$ cat src/design/epic_pkg.sv
// Package for the external pin interrupt control block.
// Assumes a 32-bit APB register bus and one 40 MHz clock.
package epic_pkg;
    localparam logic [11:0] ctrl_addr = 12'h000;
    localparam logic [11:0] edge_addr = 12'h004;
    localparam logic [11:0] pend_addr = 12'h008;
    localparam logic [11:0] periph_a_addr = 12'h00c;
    localparam logic [11:0] periph_b_addr = 12'h010;
    localparam int flag_one_bit = 0;
    localparam int flag_two_bit = 1;
    localparam int en_one_bit = 3;
    localparam int en_two_bit = 4;
    localparam int prio_one_bit = 6;
    localparam int prio_two_bit = 7;
    localparam int edge_one_bit = 0;
    localparam int edge_two_bit = 1;
    localparam logic [7:0] ctrl_rst = 8'hc0;
    localparam logic [7:0] ctrl_wmask = 8'hdb;
    localparam logic [1:0] edge_rst = 2'h3;
    localparam logic [7:0] periph_rst = 8'h00;
endpackage : epic_pkg

$ cat src/design/epic_top.sv
// External pin interrupt control and status registers behind an APB slave.
// Assumes pins synchronous to pclk and an APB master that holds each request.
// Function
// - Each source latches its flag (bit 1 source two, bit 0 source one) on its event until software writes zero.
// - Enable bits 4 and 3 let source two and source one raise an interrupt when set.
// - A flag sets on its event regardless of its enable bit.
// - Peripheral flags live in two separate registers apart from the pin register.
// - Each source detects the rising edge when its edge select is one, else the falling edge.
`timescale 1ns/1ps
`default_nettype none
module epic_top (
    input wire logic pclk,
    input wire logic presetn,
    input wire logic psel,
    input wire logic penable,
    input wire logic pwrite,
    input wire logic [11:0] paddr,
    input wire logic [31:0] pwdata,
    output logic [31:0] prdata,
    output logic pready,
    output logic pslverr,
    input wire logic ext_pin_source_one,
    input wire logic ext_pin_source_two,
    input wire logic [7:0] periph_events_a,
    input wire logic [7:0] periph_events_b,
    output logic src_one_req,
    output logic src_two_req,
    output logic src_one_high,
    output logic src_two_high
);
    typedef struct packed {
        logic [7:0] ctrl;
        logic [1:0] edge_sel;
        logic [1:0] pin_prev;
        logic [7:0] periph_a;
        logic [7:0] periph_b;
        logic [31:0] rdata;
        logic err;
        logic one_req;
        logic two_req;
        logic one_high;
        logic two_high;
    } epic_state_t;

    epic_state_t s_q, s_d;

    // Returns one when the pin moved in the direction chosen by rise.
    function automatic logic epic_edge(input logic prev, input logic now, input logic rise);
        epic_edge = rise ? (!prev && now) : (prev && !now);
    endfunction : epic_edge

    logic wr_acc;
    logic rd_acc;
    logic ev_one;
    logic ev_two;
    logic mapped;
    assign wr_acc = psel && penable && pwrite;
    assign rd_acc = psel && penable && !pwrite;
    logic ctrl_wr;
    assign ctrl_wr = wr_acc && (paddr == epic_pkg::ctrl_addr);
    assign mapped = (paddr == epic_pkg::ctrl_addr) || (paddr == epic_pkg::edge_addr)
        || (paddr == epic_pkg::pend_addr) || (paddr == epic_pkg::periph_a_addr)
        || (paddr == epic_pkg::periph_b_addr);
    assign ev_one = epic_edge(s_q.pin_prev[0], ext_pin_source_one,
        s_q.edge_sel[epic_pkg::edge_one_bit]);
    assign ev_two = epic_edge(s_q.pin_prev[1], ext_pin_source_two,
        s_q.edge_sel[epic_pkg::edge_two_bit]);

    always_comb begin
        s_d = s_q;
        s_d.pin_prev = {ext_pin_source_two, ext_pin_source_one};
        s_d.err = 1'b0;
        if (wr_acc && mapped) begin
            case (paddr)
                epic_pkg::ctrl_addr: begin
                    // Reserved bits stay zero through the write mask.
                    s_d.ctrl = pwdata[7:0] & epic_pkg::ctrl_wmask;
                end
                epic_pkg::edge_addr: begin
                    s_d.edge_sel = pwdata[1:0];
                end
                epic_pkg::periph_a_addr: begin
                    s_d.periph_a = s_q.periph_a & pwdata[7:0];
                end
                epic_pkg::periph_b_addr: begin
                    s_d.periph_b = s_q.periph_b & pwdata[7:0];
                end
                default: begin
                end
            endcase
        end
        // Set wins over a write of zero in the same cycle, so no event is lost.
        if (ev_one) begin
            s_d.ctrl[epic_pkg::flag_one_bit] = 1'b1;
        end
        if (ev_two) begin
            s_d.ctrl[epic_pkg::flag_two_bit] = 1'b1;
        end
        s_d.periph_a = s_d.periph_a | periph_events_a;
        s_d.periph_b = s_d.periph_b | periph_events_b;
        if (rd_acc) begin
            case (paddr)
                epic_pkg::ctrl_addr: s_d.rdata = {24'h000000, s_q.ctrl};
                epic_pkg::edge_addr: s_d.rdata = {30'h00000000, s_q.edge_sel};
                epic_pkg::pend_addr: s_d.rdata = {28'h0000000, s_q.two_high, s_q.one_high,
                    s_q.two_req, s_q.one_req};
                epic_pkg::periph_a_addr: s_d.rdata = {24'h000000, s_q.periph_a};
                epic_pkg::periph_b_addr: s_d.rdata = {24'h000000, s_q.periph_b};
                default: s_d.rdata = 32'h00000000;
            endcase
        end
        s_d.err = psel && !penable && !mapped;
        // Requests follow the stored flag and enable one cycle later.
        s_d.one_req = s_q.ctrl[epic_pkg::flag_one_bit] && s_q.ctrl[epic_pkg::en_one_bit];
        s_d.two_req = s_q.ctrl[epic_pkg::flag_two_bit] && s_q.ctrl[epic_pkg::en_two_bit];
        s_d.one_high = s_q.ctrl[epic_pkg::prio_one_bit];
        s_d.two_high = s_q.ctrl[epic_pkg::prio_two_bit];
    end

    always_ff @(posedge pclk or negedge presetn) begin
        if (!presetn) begin
            s_q <= '{ctrl: epic_pkg::ctrl_rst, edge_sel: epic_pkg::edge_rst, pin_prev: 2'h0,
                periph_a: epic_pkg::periph_rst, periph_b: epic_pkg::periph_rst,
                rdata: 32'h00000000, err: 1'b0, one_req: 1'b0, two_req: 1'b0,
                one_high: 1'b1, two_high: 1'b1};
        end else begin
            s_q <= s_d;
        end
    end

    // The data phase of a read returns the current register word, decoded combinationally from paddr.
    logic [31:0] rd_word;
    always_comb begin
        case (paddr)
            epic_pkg::ctrl_addr: rd_word = {24'h000000, s_q.ctrl};
            epic_pkg::edge_addr: rd_word = {30'h00000000, s_q.edge_sel};
            epic_pkg::pend_addr: rd_word = {28'h0000000, s_q.two_high, s_q.one_high,
                s_q.two_req, s_q.one_req};
            epic_pkg::periph_a_addr: rd_word = {24'h000000, s_q.periph_a};
            epic_pkg::periph_b_addr: rd_word = {24'h000000, s_q.periph_b};
            default: rd_word = 32'h00000000;
        endcase
    end

    assign prdata = rd_word;
    assign pready = 1'b1;
    assign pslverr = psel && penable && !mapped;
    assign src_one_req = s_q.one_req;
    assign src_two_req = s_q.two_req;
    assign src_one_high = s_q.one_high;
    assign src_two_high = s_q.two_high;
endmodule : epic_top
`default_nettype wire

$ cat config.mk
export PLATFORM = sky130hd
export DESIGN_NAME = epic_top
export DESIGN_NICKNAME = d
export VERILOG_FILES = /design/src/design/epic_pkg.sv /design/src/design/epic_top.sv
export SDC_FILE = /design/constraint.sdc
export NUM_CORES = 1
export LEC_CHECK = 0
export BUFFER_PORTS_ARGS = -buffer_cell sky130_fd_sc_hd__buf_2
export CORE_ASPECT_RATIO = 0.75
export CORE_MARGIN = 1
export CORE_UTILIZATION = 46
export CTS_BUF_LIST = sky130_fd_sc_hd__clkbuf_16
export DETAILED_ROUTE_END_ITERATION = 10
export PLACE_DENSITY = 0.93
export SYNTH_ARGS = -nofsm -noshare
export SYNTH_HDL_FRONTEND = slang
export SYNTH_SLANG_ARGS = --single-unit
$ cat constraint.sdc
create_clock -name pclk -period 7.4 [get_ports pclk]
set_clock_uncertainty 0.2 [all_clocks]
set_input_delay 1.48 -clock pclk [delete_from_list [all_inputs] [get_ports pclk]]
set_output_delay 1.48 -clock pclk [all_outputs]
set_load 0.01 [all_outputs]
# Word-level counts from Yosys, hierarchy flattened
# Cells that the tools add are included.
[word_totals] output_inout_bits=38 register_bits=30 word_cells=58
[op_classes] n_bitwise=4 eq_ne=4 n_reduce_logical=28 n_mux=11
[op_table] cell="one-hot mux 8 bit (5 select lines)" n=1
[op_table] cell="equality test 12 x 4 -> 1 bit (second input constant)" n=2
[op_table] cell="bitwise AND 8 bit" n=2
[op_table] cell="two-way mux 16 bit" n=1
[op_table] cell="two-way mux 8 bit" n=2
[op_table] cell="bitwise OR 8 bit" n=2
[op_table] cell="equality test 12 x 3 -> 1 bit (second input constant)" n=1
[op_table] cell="equality test 12 x 5 -> 1 bit (second input constant)" n=1
[op_table] cell="zero test 12 bit" n=1
[op_table] cell="logical AND 1 bit" n=10
[op_table] cell="AND reduction 2 bit" n=4
[op_table] cell="nonzero test 2 bit" n=4
[op_table] cell="zero test 1 bit" n=5
[op_table] cell="logical OR 1 bit" n=4
[op_table] cell="two-way mux 1 bit" n=4
[op_table] cell="two-way mux 2 bit" n=2
[op_table] cell="two-way mux 4 bit" n=1

# Logic depth before layout (Yosys ltp)
[depth] word_depth=8 ltp_mapped=5 ltp_nobuf=4

# Worst setup path before layout
# Ideal clock, no wire load.
[synth_timing] path_kind="in2out" from="input paddr[1]" to="output prdata[0]" n_path_buf=1 slack_ps=2878 arrival_time_ps=2842 stages=5 cell_sequence="or4_4 -> or3_1 -> buf_2 -> nor2_1 -> o21a_1"
[synth_via] elab_chain_cells=2 word_cells_on_any_way=6 cone_classes="eq/ne: 4; mux: 1; reduce/logical: 1"
[synth_rtl] element="from (decl)" line="epic_top.sv:17" source="input wire logic [11:0] paddr,"
[synth_rtl] element="equality test 12 x 5 -> 1 bit (tied with other cells)" line="epic_top.sv:134" source="case (paddr)"
[synth_rtl] element="one-hot mux 8 bit (5 select lines) *" line="epic_top.sv:134"
[synth_rtl] element="to (decl)" line="epic_top.sv:19" source="output logic [31:0] prdata,"
# Mark *: on every way between the ends. The rest lies on a longest branch, timed or not.

# Worst setup path after layout
[layout_timing] from="input paddr[1]" to="output prdata[1]"
# The elaborated chain is that of the path after synthesis.

==> summary.md <==
| Metric | Value |
|---|---|
| Outcome | `finished clean` |
| N_diodes | `0` |
| Critical Path RT | `5.72 ns` |
| Row count | `18` |
| #FFs+latches synth | `30` |
| CTS tree | `built` |
| RSZ-0062 raised after global routing | `no` |
| Fmax | `0.202 GHz` |
| Final ANT Viol Nets | `0` |
| Sequential power share | `41.7%` |
| I/O pins | `105` |
| Period utilization | `66.9%` |
| CTS Root Cell | `clkbuf_16` |
| Global-route wire length before repair | `6150 um` |
| Via density | `5.12` |
| CP most frequent cell | `buf_2` |
| Drt first pass iters | `4` |
| Layout area overhead | `20.7%` |
| P_leak | `0.899 nW` |
| Final setup vio count | `0` |
| Routed WL per cell | `14.3 um` |
| Max Cap Violations | `0` |
| Most frequent cells in the layout | `buf_2, conb_1, dfrtp_1` |
| Die area | `0.00401 mm^2` |
| Gp weighted congestion | `0.814` |
| Worst hold path type | `reg -> reg` |
| CTS Buf Count | `5` |
| Buffers and inverters on the worst path | `2` |
| Internal Pwr Total | `302 uW` |
| Largest net degree at the start of global routing | `31` |
| Via count | `1434` |
| Area of the mapped netlist | `0.00173 mm^2` |
| Minimum clock period | `4.95 ns` |
| I/O Buffers | `55` |
| Worst-path clk slew | `0.05 ns` |
| Critical-path top delay cell | `or4_4` |
| WS Path Type | `in -> out` |
| Post_cts resized | `0` |
| Crit-path cells | `buf_2 > or4_4 > or3_1 > nor2_1 > o21a_1 > buf_2` |
| Pwr Density | `190 mW/mm^2` |
| Vias in the first global route | `1296` |
| Core Region | `0.00345 mm^2` |
| Clock tree sinks | `30` |
| Crit path from | `paddr[1]` |
| DRC Markers | `0` |
| Tot GR Track Use | `21.4%` |
| Syn_area_per_cell | `9.94 um^2` |
| GRT overflow | `0` |
| Syn Inst Count | `174` |
| H-tree depth | `2` |
| Hpwl dp | `2950 um` |
| Filler cell count | `305` |
| Leading cell type in the layout, fill and taps excluded | `buf_2` |
| Register area share after synthesis | `43.8%` |
| Layout cells sized above 1 | `35.7%` |
| Fin area | `0.00209 mm^2` |
| Crit Reg-Reg Startpoint | `s_q[55]$_DFFE_PN1P_` |
| CP top delay family | `simple AND/OR/NAND/NOR gates` |
| Die X | `72.8 um` |
| Post-CTS repair timing setup buffer count | `0` |
| Critical path fanouts, max | `8` |
| Clock network fraction of design power | `48.8%` |
| Slew HR | `54.3%` |
| Worst Hold Path EP | `src_two_high$_DFF_PN1_` |
| Drt total wl | `4010 um` |
| Switching power | `94.3 uW` |
| Largest stage delay, worst path | `0.58 ns` |
| Skew-Pair Late Insertion Delay | `0.28 ns` |
| R2R Path End | `s_q[57]$_DFFE_PN0P_` |
| DRT iter0 DRCs | `89` |
| Combinational share of power | `9.5%` |
| TNS Setup | `0 ns` |
| Yosys warning count | `0` |
| Arrival time at the worst endpoint | `3.27 ns` |
| CP Capture Type | `primary output` |
| Cell variety after synth | `33` |
| Final #Nets | `296` |
| Fin. Hold Viols | `0` |
| Hold-fix buffers at CTS | `0` |
| DP Area | `0.00195 mm^2` |
| Worst VDD drop | `0.178 mV` |
| Max Buffers Root-to-Sink | `2` |
| Switching share of total power | `23.8%` |
| Worst hold path startpoint | `s_d[0]$_DFFE_PN1P_` |
| Starting density of the core | `50.2%` |
| Worst R2R Path Depth | `3` |
| Core Util, Final | `60.6%` |
| Startpoint types | `input pin` |
| Pins Over Slew Limit | `0` |
| Slew @ Worst Pin | `0.679 ns` |
| Die Y | `55.1 um` |
| Hold Crit Depth | `0` |
| Setup slack, reg-to-reg | `6.32 ns` |
| Antenna violations before repair | `0` |
cells by family (layout without fill, tap and decap cells):
family / count (synthesis) / after routing / synth area share (%)
DFF: 30 / 30 / 43.8
and+or+nand+nor: 64 / 64 / 22.1
buffers and inverters: 30 / 63 / 12.0
AOI/OAI and AO/OA: 32 / 32 / 11.6
other: 2 / 25 / 0.434
muxes: 16 / 16 / 10.1
worst reg2reg max path, stage by stage, from the launching register on:
cell and delay [ns]:
dfstp_2 0.56, nor2_1 0.06, nand2_1 0.06, o211ai_1 0.08
area by class of cell:
cell class | count | area, um^2 | share of cell area [%]
repair buffers | 55 | 275 | 13.2
well taps | 50 | 62.6 | 3.00
multi-input cells | 137 | 851 | 40.7
flip-flops and latches | 30 | 758 | 36.3
clock inverters | 3 | 16.3 | 0.779
clock buffers | 5 | 125 | 5.99
flip-flops by register name, indices dropped and copies added, names as in the netlist:
signal	cells
s_q	24
s_d	2
src_one_high	1
src_one_req	1
src_two_high	1
src_two_req	1
metal layers:
metal	share of wire [%]	GRT usage, %	wire [um]
met3	9.5	5.98	381
met4	0.75	7.52	30
met1	45	29.1	1810
met2	45	33.3	1790
met5	0	0	0
cell usage after synthesis:
| master | instances | area, um^2 |
|---|---|---|
| buf_4 | 25 | 188 |
| dfrtp_1 | 24 | 601 |
| nand2b_1 | 16 | 100 |
| nor2_1 | 15 | 56.3 |
| o21ai_0 | 13 | 65.1 |
| mux2_2 | 10 | 113 |
| nor3_1 | 7 | 35.0 |
| dfstp_2 | 6 | 158 |
| nand2_1 | 5 | 18.8 |
| or4_1 | 5 | 37.5 |
| a211oi_1 | 4 | 30.0 |
| a22oi_1 | 4 | 30.0 |
| clkbuf_1 | 4 | 15.0 |
| mux2i_1 | 4 | 40.0 |
| a21oi_1 | 3 | 15.0 |
| and2_1 | 3 | 18.8 |
| a31oi_1 | 2 | 12.5 |
| a32oi_1 | 2 | 17.5 |
| conb_1 | 2 | 7.51 |
| mux2_1 | 2 | 22.5 |
| nor2b_1 | 2 | 12.5 |
| nor4_1 | 2 | 12.5 |
| o211ai_1 | 2 | 15.0 |
| o21a_1 | 2 | 15.0 |
| or3_1 | 2 | 12.5 |
| and3_1 | 1 | 6.26 |
| buf_2 | 1 | 5.00 |
| nand3_1 | 1 | 5.00 |
| nor4_2 | 1 | 12.5 |
| nor4_4 | 1 | 21.3 |
| or4_4 | 1 | 11.3 |
| or4b_2 | 1 | 10.0 |
| or4bb_1 | 1 | 11.3 |
power by group through the flow:
stage	combinational, mW	sequential [mW]	clock, mW
floorplan	0.0276	0.168	0
global placement	0.0362	0.168	0
detailed placement	0.0371	0.168	0
CTS	0.0372	0.165	0.197
global route	0.0416	0.165	0.202
finish	0.0376	0.165	0.193
through the flow:
step,hold slack (ns),power (mW),setup slack (ns),instances
detailed placement,0.167,0.205,2.43,272
CTS,0.174,0.399,2.43,280
global placement,0.162,0.204,2.45,272
finish,0.173,0.396,2.45,280
global route,0.177,0.408,2.35,280
floorplan,0.158,0.196,2.88,197
how the worst max path moves through the flow:
stage / to / slack (ns) / depth (start not counted)
5_1_grt: prdata[0] / 2.35 / 6
6_report: prdata[1] / 2.45 / 6
2_1_floorplan: prdata[0] / 2.88 / 5
4_1_cts: prdata[0] / 2.43 / 6
3_5_place_dp: prdata[0] / 2.43 / 6
3_3_place_gp: prdata[1] / 2.45 / 6
No activity file was read; power rests on OpenSTA's default activity.
